[src/hdl/sba_pkg.sv]
/*
  Shared constants for the system bus arbiter and its configuration end.
  Assumes one 10 MHz clock (hclk) and one asynchronous active-low reset.
*/
package sba_pkg;
  // Master count and priority order (index 0 wins)
  localparam int unsigned NUM_M        = 3;
  localparam int unsigned M_CORE       = 0;
  localparam int unsigned M_DMA        = 1;
  localparam int unsigned M_HOST       = 2;

  // arbiter_config_reg field layout
  localparam int unsigned ACR_ARB_LSB   = 10;
  localparam int unsigned ACR_DEPTH_LSB = 16;
  localparam int unsigned ACR_HOLD_BIT  = 20;
  localparam logic [31:0] ACR_RST       = 32'h0000_0000;
  localparam logic [1:0]  ARB_RATIO_LOW = 2'h2;   // 1:1 and 1:1.5
  localparam logic [1:0]  ARB_RATIO_HIGH = 2'h1;  // 1:2 and above

  // Lock-up avoidance bits
  localparam int unsigned HW_IMPL_BIT  = 10;
  localparam int unsigned SPC_BIT      = 14;

  // Timing
  localparam int unsigned CLK_PERIOD_NS   = 100;
  localparam int unsigned DATA_TIMEOUT_NS = 3000;
  localparam int unsigned DATA_TIMEOUT_CYC = DATA_TIMEOUT_NS / CLK_PERIOD_NS;
  localparam int unsigned HOST_GAP_NS     = 1000;
  localparam int unsigned HOST_GAP_CYC =
    (HOST_GAP_NS + CLK_PERIOD_NS - 1) / CLK_PERIOD_NS;
  localparam int unsigned CORE_NOP_CYC    = 100;

  // Configuration end register offsets
  localparam logic [7:0] OFS_CTRL   = 8'h00;
  localparam logic [7:0] OFS_CFG    = 8'h04;
  localparam logic [7:0] OFS_STATUS = 8'h08;
  localparam logic [7:0] OFS_HWIMPL = 8'h0C;
  localparam logic [7:0] OFS_SPC    = 8'h10;
  localparam logic [7:0] OFS_LAT    = 8'h14;
  localparam logic [7:0] OFS_ACR    = 8'h18;

  // Configuration end field positions and reset values
  localparam int unsigned CTRL_RETRY_BIT = 8;
  localparam int unsigned CTRL_CORE_BIT  = 9;
  localparam logic [31:0] CTRL_RST       = 32'h0000_0007;
  localparam logic [31:0] LAT_RST        = 32'h0000_0002;
  localparam logic [31:0] BOOT_CFG       = 32'h0011_0800;
  localparam logic        RCW_HOLD_RST   = 1'b1;
endpackage : sba_pkg

[src/hdl/sba_if.sv]
/*
  Link between the arbiter and its configuration/master end.
  Assumes both ends share hclk; all signals are synchronous to it.
*/
`timescale 1ns/1ps
interface sba_if;
  import sba_pkg::*;
  logic [NUM_M-1:0] req;        // Master requests
  logic [NUM_M-1:0] gnt;        // One-cycle grant per accepted address
  logic             dack;       // Data phase done (oldest)
  logic             retry;      // Oldest transaction retried
  logic             timeout;    // Oldest transaction dropped on time-out
  logic             busy;       // Outstanding work or depth change pending
  logic             cfg_we;     // Config write strobe
  logic [31:0]      cfg_wdata;  // Config write data
  logic [31:0]      cfg_rdata;  // Current config register
  logic             rcw_hold;   // Core hold-off strap
  logic             core_fetch; // Core released

  modport dev (input req, dack, retry, cfg_we, cfg_wdata, rcw_hold,
               output gnt, timeout, busy, cfg_rdata, core_fetch);
  modport cfg (output req, dack, retry, cfg_we, cfg_wdata, rcw_hold,
               input gnt, timeout, busy, cfg_rdata, core_fetch);
endinterface : sba_if

[src/hdl/sba_cfg_end.sv]
/*
  Configuration and master end of the arbiter link, an AHB-Lite slave.
  Loads boot settings, programs depth only on an idle bus, keeps the
  settle gap after each change, and answers data phases after a latency.
  Assumes a single AHB-Lite master; master request pins are asynchronous.
*/
// The AHB-Lite register port and the address map were left to the implementer.
// How it works
// - Arbiter field: 10 below 1:2, 01 above
// - Set both lock-avoidance bits right after boot (left to software; both reset to 0)
// - Arbiter stages new depth safely past acks
// - No false time-out from depth changes
// - Depth changes only with other masters idle
// - Core write: 100-cycle quiet bus window
// - Host write: 1 us gap before traffic
// - Strap holds core from fetching at boot
// - Clearing hold bit releases core fetching
// - Boot sequencer loads initial settings itself
`timescale 1ns/1ps
module sba_cfg_end (
  // Clock and reset
  input  wire logic              hclk,
  input  wire logic              hresetn,
  // AHB-Lite slave
  input  wire logic              hsel,
  input  wire logic [31:0]       haddr,
  input  wire logic [1:0]        htrans,
  input  wire logic              hwrite,
  input  wire logic [2:0]        hsize,
  input  wire logic [31:0]       hwdata,
  input  wire logic              hready,
  output logic                   hreadyout,
  output logic                   hresp,
  output logic [31:0]            hrdata,
  // Link to arbiter
  sba_if.cfg                     bus,
  // User side
  input  wire logic [sba_pkg::NUM_M-1:0] master_req,
  output logic [sba_pkg::NUM_M-1:0]      master_gnt,
  output logic                   lock_avoid_on,
  output logic [1:0]             arb_ratio_field
);
  import sba_pkg::*;

  typedef enum logic [1:0] {
    SBA_IDLE  = 2'b00,
    SBA_DRAIN = 2'b01,
    SBA_WRITE = 2'b10,
    SBA_QUIET = 2'b11
  } sba_cfg_e;

  localparam logic [7:0] GAP_HOST = 8'(HOST_GAP_CYC);
  localparam logic [7:0] GAP_CORE = 8'(CORE_NOP_CYC);

  sba_cfg_e          state;
  sba_cfg_e          next_state;
  logic [31:0]       ctrl;
  logic [31:0]       cfg_val;
  logic [31:0]       hw_impl;
  logic [31:0]       spc;
  logic [31:0]       lat;
  logic              cfg_go;
  logic              gap_core;
  logic [7:0]        gap_cnt;
  logic [7:0]        to_count;
  logic [2:0]        outst;
  logic [31:0]       lat_cnt;
  logic [NUM_M-1:0]  req_s1;
  logic [NUM_M-1:0]  req_s2;
  logic              a_wr;
  logic [7:0]        a_addr;
  logic              a_ok;

  ////////////////////////////////////////////////////////////////////////////
  // AHB decode; slave never inserts wait states
  wire        ahb_go    = hsel && hready && htrans[1];
  wire        wr_cfg    = a_wr && a_ok && (a_addr == OFS_CFG);
  wire        known     = (haddr[7:0] <= OFS_ACR) && (haddr[1:0] == 2'h0)
                          && (haddr[31:8] == 24'h0);
  wire [31:0] status    = {13'h0, outst, to_count, 4'h0, gap_core,
                           bus.busy, (state != SBA_IDLE), bus.core_fetch};

  assign hreadyout = 1'b1;
  assign hresp     = 1'b0;

  // Read mux for the address phase
  function automatic logic [31:0] rd_mux(input logic [7:0] a);
    case (a)
      OFS_CTRL:   rd_mux = ctrl;
      OFS_CFG:    rd_mux = cfg_val;
      OFS_STATUS: rd_mux = status;
      OFS_HWIMPL: rd_mux = hw_impl;
      OFS_SPC:    rd_mux = spc;
      OFS_LAT:    rd_mux = lat;
      OFS_ACR:    rd_mux = bus.cfg_rdata;
      default:    rd_mux = 32'h0000_0000;
    endcase
  endfunction : rd_mux

  // Address phase capture and read data
  always_ff @(posedge hclk or negedge hresetn) begin
    if (!hresetn) begin
      a_wr   <= 1'b0;
      a_addr <= 8'h00;
      a_ok   <= 1'b0;
      hrdata <= 32'h0000_0000;
    end else begin
      a_wr   <= ahb_go && hwrite && (hsize == 3'h2);
      a_addr <= haddr[7:0];
      a_ok   <= known;
      if (ahb_go && !hwrite) begin
        hrdata <= known ? rd_mux(haddr[7:0]) : 32'h0000_0000;
      end
    end
  end

  ////////////////////////////////////////////////////////////////////////////
  // Software registers; boot config preloaded at reset
  always_ff @(posedge hclk or negedge hresetn) begin
    if (!hresetn) begin
      ctrl    <= CTRL_RST;
      cfg_val <= BOOT_CFG;
      hw_impl <= 32'h0000_0000;
      spc     <= 32'h0000_0000;
      lat     <= LAT_RST;
    end else if (a_wr && a_ok) begin
      case (a_addr)
        OFS_CTRL:   ctrl    <= hwdata;
        OFS_CFG:    cfg_val <= hwdata;
        OFS_HWIMPL: hw_impl <= hwdata;
        OFS_SPC:    spc     <= hwdata;
        OFS_LAT:    lat     <= hwdata;
        default:    ctrl    <= ctrl;
      endcase
    end
  end

  // Lock-up avoidance is on only when both bits are set
  assign lock_avoid_on   = hw_impl[HW_IMPL_BIT] && spc[SPC_BIT];
  assign arb_ratio_field = cfg_val[ACR_ARB_LSB +: 2];

  ////////////////////////////////////////////////////////////////////////////
  // Pending config write; boot load starts one at reset
  always_ff @(posedge hclk or negedge hresetn) begin
    if (!hresetn) begin
      cfg_go   <= 1'b1;
      gap_core <= 1'b0;
    end else if (wr_cfg) begin
      cfg_go   <= 1'b1; // Set wins over the clear below
      gap_core <= ctrl[CTRL_CORE_BIT];
    end else if (state == SBA_WRITE) begin
      cfg_go   <= 1'b0;
    end
  end

  // Config sequencer: drain, write, settle
  always_comb begin
    next_state = state;
    case (state)
      SBA_IDLE:  if (cfg_go) next_state = SBA_DRAIN;
      SBA_DRAIN: if (!bus.busy && !(|bus.req)) next_state = SBA_WRITE;
      SBA_WRITE: next_state = SBA_QUIET;
      SBA_QUIET: if (gap_cnt == 8'h00 && !bus.busy) next_state = SBA_IDLE;
      default:   next_state = SBA_IDLE;
    endcase
  end

  always_ff @(posedge hclk or negedge hresetn) begin
    if (!hresetn) begin
      state <= SBA_IDLE;
    end else begin
      state <= next_state;
    end
  end

  // Settle gap: core write keeps the bus quiet for the nop run
  always_ff @(posedge hclk or negedge hresetn) begin
    if (!hresetn) begin
      gap_cnt <= 8'h00;
    end else if (state == SBA_WRITE) begin
      gap_cnt <= gap_core ? GAP_CORE : GAP_HOST;
    end else if (gap_cnt != 8'h00) begin
      gap_cnt <= gap_cnt - 8'h01;
    end
  end

  assign bus.cfg_we    = (state == SBA_WRITE);
  assign bus.cfg_wdata = cfg_val;
  assign bus.rcw_hold  = RCW_HOLD_RST;

  ////////////////////////////////////////////////////////////////////////////
  // Master requests: pins synchronised, gated off while config runs
  always_ff @(posedge hclk or negedge hresetn) begin
    if (!hresetn) begin
      req_s1 <= '0;
      req_s2 <= '0;
    end else begin
      req_s1 <= master_req;
      req_s2 <= req_s1;
    end
  end

  // Requests blocked during any config step so the bus stays idle
  assign bus.req    = (state == SBA_IDLE && !cfg_go) ?
                      (req_s2 & ctrl[NUM_M-1:0]) : '0;
  assign master_gnt = bus.gnt;

  ////////////////////////////////////////////////////////////////////////////
  // Data phase model: oldest completes after the latency register
  wire data_end = (outst != 3'h0) && (lat_cnt >= lat);
  assign bus.dack  = data_end && !ctrl[CTRL_RETRY_BIT];
  assign bus.retry = data_end && ctrl[CTRL_RETRY_BIT];

  always_ff @(posedge hclk or negedge hresetn) begin
    if (!hresetn) begin
      outst   <= 3'h0;
      lat_cnt <= 32'h0000_0000;
    end else begin
      outst <= outst + {2'h0, |bus.gnt}
               - {2'h0, data_end | bus.timeout};
      if (data_end || bus.timeout || outst == 3'h0) begin
        lat_cnt <= 32'h0000_0000;
      end else begin
        lat_cnt <= lat_cnt + 32'h0000_0001;
      end
    end
  end

  // Time-out error count for software (saturating)
  always_ff @(posedge hclk or negedge hresetn) begin
    if (!hresetn) begin
      to_count <= 8'h00;
    end else if (bus.timeout && to_count != 8'hFF) begin
      to_count <= to_count + 8'h01;
    end
  end
endmodule : sba_cfg_end

[src/flat_wrapper.sv]
// flat-port wrapper written by rule: the top's interface ports become plain ports
module sba_cfg_end_flat import sba_pkg::*;
  (hclk, hresetn, hsel, haddr, htrans, hwrite, hsize, hwdata, hready, hreadyout, hresp, hrdata, master_req, master_gnt, lock_avoid_on, arb_ratio_field, bus_req, bus_dack, bus_retry, bus_cfg_we, bus_cfg_wdata, bus_rcw_hold, bus_gnt, bus_timeout, bus_busy, bus_cfg_rdata, bus_core_fetch);
  sba_if bus_i ();
  input  wire logic hclk;
  input  wire logic hresetn;
  input  wire logic hsel;
  input  wire logic [31:0] haddr;
  input  wire logic [1:0] htrans;
  input  wire logic hwrite;
  input  wire logic [2:0] hsize;
  input  wire logic [31:0] hwdata;
  input  wire logic hready;
  output logic hreadyout;
  output logic hresp;
  output logic [31:0] hrdata;
  input  wire logic [sba_pkg::NUM_M-1:0] master_req;
  output logic [sba_pkg::NUM_M-1:0] master_gnt;
  output logic lock_avoid_on;
  output logic [1:0] arb_ratio_field;
  output wire logic [$bits(bus_i.req)-1:0] bus_req;
  output wire logic [$bits(bus_i.dack)-1:0] bus_dack;
  output wire logic [$bits(bus_i.retry)-1:0] bus_retry;
  output wire logic [$bits(bus_i.cfg_we)-1:0] bus_cfg_we;
  output wire logic [$bits(bus_i.cfg_wdata)-1:0] bus_cfg_wdata;
  output wire logic [$bits(bus_i.rcw_hold)-1:0] bus_rcw_hold;
  input wire logic [$bits(bus_i.gnt)-1:0] bus_gnt;
  input wire logic [$bits(bus_i.timeout)-1:0] bus_timeout;
  input wire logic [$bits(bus_i.busy)-1:0] bus_busy;
  input wire logic [$bits(bus_i.cfg_rdata)-1:0] bus_cfg_rdata;
  input wire logic [$bits(bus_i.core_fetch)-1:0] bus_core_fetch;
  assign bus_req = bus_i.req;
  assign bus_dack = bus_i.dack;
  assign bus_retry = bus_i.retry;
  assign bus_cfg_we = bus_i.cfg_we;
  assign bus_cfg_wdata = bus_i.cfg_wdata;
  assign bus_rcw_hold = bus_i.rcw_hold;
  assign bus_i.gnt = bus_gnt;
  assign bus_i.timeout = bus_timeout;
  assign bus_i.busy = bus_busy;
  assign bus_i.cfg_rdata = bus_cfg_rdata;
  assign bus_i.core_fetch = bus_core_fetch;
  sba_cfg_end u_core (.hclk(hclk), .hresetn(hresetn), .hsel(hsel), .haddr(haddr), .htrans(htrans), .hwrite(hwrite), .hsize(hsize), .hwdata(hwdata), .hready(hready), .hreadyout(hreadyout), .hresp(hresp), .hrdata(hrdata), .bus(bus_i), .master_req(master_req), .master_gnt(master_gnt), .lock_avoid_on(lock_avoid_on), .arb_ratio_field(arb_ratio_field));
endmodule
[config.mk]
export PLATFORM = sky130hd
export DESIGN_NAME = sba_cfg_end_flat
export DESIGN_NICKNAME = d
export VERILOG_FILES = /design/src/hdl/sba_pkg.sv /design/src/hdl/sba_if.sv /design/src/hdl/sba_cfg_end.sv /design/src/flat_wrapper.sv
export SDC_FILE = /design/constraint.sdc
export NUM_CORES = 1
export LEC_CHECK = 0
export BUFFER_PORTS_ARGS = -buffer_cell sky130_fd_sc_hd__buf_2
export CAP_MARGIN = 20
export CORE_UTILIZATION = 59
export CTS_BUF_LIST = sky130_fd_sc_hd__clkbuf_4
export DETAILED_ROUTE_END_ITERATION = 10
export GPL_TIMING_DRIVEN = 0
export PLACE_DENSITY = 0.85
export SETUP_SLACK_MARGIN = 0.2
export SLEW_MARGIN = 30
export SYNTH_ARGS = -nofsm -noshare
export SYNTH_HDL_FRONTEND = slang
export SYNTH_SLANG_ARGS = --single-unit
[constraint.sdc]
create_clock -name hclk -period 3.1 [get_ports hclk]
set_input_delay 0.62 -clock hclk [delete_from_list [all_inputs] [get_ports hclk]]
set_output_delay 0.62 -clock hclk [all_outputs]
set_load 0.01 [all_outputs]
==> key figures <==
Timing
  • Hold Fails Final Rpt: 0
  • Fmax: around 280 MHz
  • Final Max Tran Viols: 0
  • Setup violators final: 3
  • Setup WS post-layout: -473 ps
  • Worst clock skew: 68.2 ps
  • Worst-Margin Slew: 917 ps
  • Slew Limit Headroom: 38.9%
  • Unrepaired setup endpoints after global routing: yes
  • Minimum clock period: 3570 ps
  • Worst hold margin: 38.8 ps
  • Final period utilization: 115%

Routing
  • DRC Markers: 0
  • Vias per Instance: ~6.4
  • First-pass DRT Iterations: 6
  • Post-route ant nets: 0
  • Routed WL: 38.3 mm
  • Total vias in the final route: 10900
  • DRT iter0 DRCs: 957
  • Drt wl/cell: roughly 22 microns

Layout
  • Area grow syn2layout: 20.7%
  • Design area: between 15000 and 20000 sq um
  • Register area: 6600 sq um
  • Final net count: roughly 1500
  • Multi-input logic area: 6000 sq um
  • Fillers: 1391
  • Diodes inserted: 0
  • Non-filler instance count after layout: 1704
  • Share of cells above drive strength 1: 40.5%

Synthesis
  • Seq cells post-synth: ~260
  • Simple-Gate Fraction of Synth Area: between 10 and 15%
  • Sequential area share after synthesis: 51.2%
  • FFs w/ async S/R, synth: 100%
  • Post-synthesis mux area share: 17.9%
  • XOR/XNOR share of the synthesized area: 2.72%
  • Top post-synthesis cells by area: dfrtp_1 (50%), mux2_2 (15%), ha_1 (4.1%)
  • Main synth FF type: dfrtp_1
  • Syn avg cell area: 11.8 sq um
  • Synth warnings: 0
  • Compound-Gate Fraction of Synth Area: 9.78%
  • Largest family of logic cells by synthesized area: multiplexers
  • Synth Cell Area: between 10000 and 15000 sq um
  • Synth cell types: 72
  • Area share of fa/ha/maj cells after synthesis: 4.23%
  • Synth top area share: 49.5%
  • Most numerous cell in the Yosys netlist: dfrtp_1
  • EDFF count, synth: 0
  • Area leader, netlist: dfrtp_1
  • Syn Inst Count: 1096
  • Top cells by count, synth: dfrtp_1 (255), mux2_2 (173), nand2_1 (67)

Worst setup path
  • CP endpoint kind: primary output
  • Worst path slowest cell: or4_4
  • CP Max Fanout: 3
  • CP max stage delay: 580 ps
  • Crit start category: flip-flop
  • Critical path cell sequence: inv_2, ha_4, nand4_1, or4_4, o32ai_4, o211ai_1, a21oi_2, buf_2
  • CP Class: flip-flop to primary output
  • Critical Path AT: 2950 ps
  • Required time of the critical path: around 2500 ps

Placed design
  • Placement Cell Area: 14300 sq um
  • Dpl cells: 1564
  • Routability Congestion: about 0.92
  • Dpl hpwl: 26.1 mm
  • I/O Buffers: 189

Global routing
  • GRT Overall Usage: 35.2%
  • Vias in the first global route: 11000
  • Initial antenna violation count: 1
  • Remaining global-route overflow: 0
  • Largest net degree at the start of global routing: 85
  • First-pass GRT wire length: approximately 59 mm

Clocking
  • CTS tree: built
  • Root Buffer: clkbuf_4
  • Worst-skew pair later-pin latency: 690 ps
  • Clock tree sinks: 263
  • Clock Path Buffers: 3
  • Clock-pin slew on the worst setup and hold paths: 80 ps
  • CTS buffer count: 67
  • H-tree depth: 3

Hold path
  • Worst Hold Class: primary input to flip-flop

Flow run
  • Max cap viols: 0

Status
  • Status: finished, violations left
  • Failing checks: setup timing

Pwr
  • Worst IR Drop VDD: 0.404 mV
  • Leak: approximately 7.2 nW
  • PD cells: 547 nW/um^2

Floorplan
  • Die Wd: 150 microns
  • Initial Util: 60.7%
  • # IOs: 194
  • Core ar.: 21200 sq um
  • Placement row count: 53
  • Die Y: roughly 150 microns
  • Die area: 22400 sq um
## final timing paths
path                                       startpoint                             end  slack (ps)  cells past startpoint
max reg2reg                u_core.lat[11]$_DFFE_PN0P_       u_core.outst[1]$_DFF_PN0_           0                     11
max                        u_core.lat[11]$_DFFE_PN0P_                        bus_dack        -470                      8
min reg2reg                u_core.req_s1[2]$_DFF_PN0_      u_core.req_s2[2]$_DFF_PN0_         360                      0
max in group asynchronous                     hresetn     u_core.ctrl[30]$_DFFE_PN0P_        1160                      5
min in group asynchronous                     hresetn  u_core.hw_impl[12]$_DFFE_PN0P_         450                      2
min                                     master_req[0]      u_core.req_s1[0]$_DFF_PN0_          40                      1
## stage by stage
stage	setup TNS [ps]	total power [mW]	worst slack, ps	utilization (%)
floorplan	0	4.73	277	-
global placement	-826450	5.16	-3220	66.8
detailed placement	0	5.25	14.5	67.2
CTS	-682	8.43	-356	72.9
global route	-1220	8.89	-537	73.3
finish	-907	8.51	-473	73.3
## power breakdown
part,total [mW],switching [mW],internal (mW)
Sequential,3.96,0.266,3.69
Combinational,1.39,0.747,0.647
Clock,3.16,1.45,1.71
## registers in the layout, summed over array words and instances (netlist names)
name and count:
u_core.spc 32, u_core.hrdata 32, u_core.a_ok 1, u_core.outst 3, u_core.hw_impl 32, u_core.a_wr 1
u_core.bus.cfg_wdata 32, u_core.ctrl 32, u_core.state 2, u_core.req_s2 3, u_core.lat_cnt 32, u_core.req_s1 3
u_core.a_addr 8, u_core.lat 32, u_core.cfg_go 1, u_core.gap_core 1, u_core.to_count 8, u_core.gap_cnt 8
## logic make-up (layout without fill, tap and decap cells)
kind of cell / after synthesis / count (layout)
buffers and inverters: 113 / 445
AND/OR/NAND/NOR: 250 / 250
other: 2 / 3
multiplexers: 206 / 206
adder cells (fa/ha/maj): 43 / 43
AO/OA/AOI/OAI: 179 / 179
XOR/XNOR: 40 / 40
flip-flops: 263 / 263
## worst max-delay path: cells and delay by family, from the launching register on
kind            cells  cell delay (ps)
simple gates        2              730
compound gates      3              680
fa+ha+maj           1              260
flops               1              380
buf+inv             2              220
## what timing repair did
item	in CTS	in global routing
hold buffers	1	0
pin swaps	9	14
endpoints found under the setup margin	7	5
hold endpoints to repair	57	0
buffers inserted	15	9
resized for setup	34	8
gates cloned	0	0
## per-layer routing
layer | vias up | wire length (microns) | part of all wire, % | track usage (%)
li1 | 4611 | - | - | -
met5 | - | 11 | 0.029 | 0
met2 | 717 | 18100 | 47 | 56.4
met3 | 162 | 3600 | 9.4 | 8.20
met1 | 5373 | 14500 | 38 | 43.6
met4 | 2 | 2130 | 5.6 | 20.6
## final cells by class
| cell class | instances | share of cell area [%] |
|---|---|---|
| well taps | 275 | 2.21 |
| inverters | 49 | 1.20 |
| flip-flops and latches | 263 | 42.5 |
| clock inverters | 9 | 0.579 |
| repair buffers | 217 | 7.90 |
| plain buffers | 64 | 1.95 |
| clock buffers | 106 | 5.12 |
| multi-input cells | 721 | 38.6 |
## placed cells by master, fill, tap and decap left out, types with 4 or more instances in the layout
cell type,synthesis,routed
buf_2,11,199
o21a_1,4,4
nand3_1,24,24
a2bb2oi_1,6,6
mux2_2,173,173
o21ai_0,32,32
a211oi_1,13,13
dfstp_2,8,8
ha_4,0,7
o22ai_1,12,12
clkbuf_4,0,106
buf_4,13,37
or3_1,5,5
mux2i_1,30,30
ha_1,42,33
dfrtp_2,0,9
dfrtp_1,255,246
a21oi_1,24,23
nor2b_1,9,8
clkinv_1,0,5
nand2_1,67,67
inv_2,0,4
nor3_1,38,38
o21ai_1,4,4
a22oi_1,22,21
buf_1,9,9
clkbuf_1,31,31
a221o_1,4,4
xnor2_1,20,19
a221oi_1,29,28
nor4b_1,4,4
nor4_1,15,14
inv_1,49,45
xor2_1,20,20
and3_1,11,11
nor2_1,31,31
and4_1,5,4
nand4_1,18,18
Power figures use the tool's default switching activity.
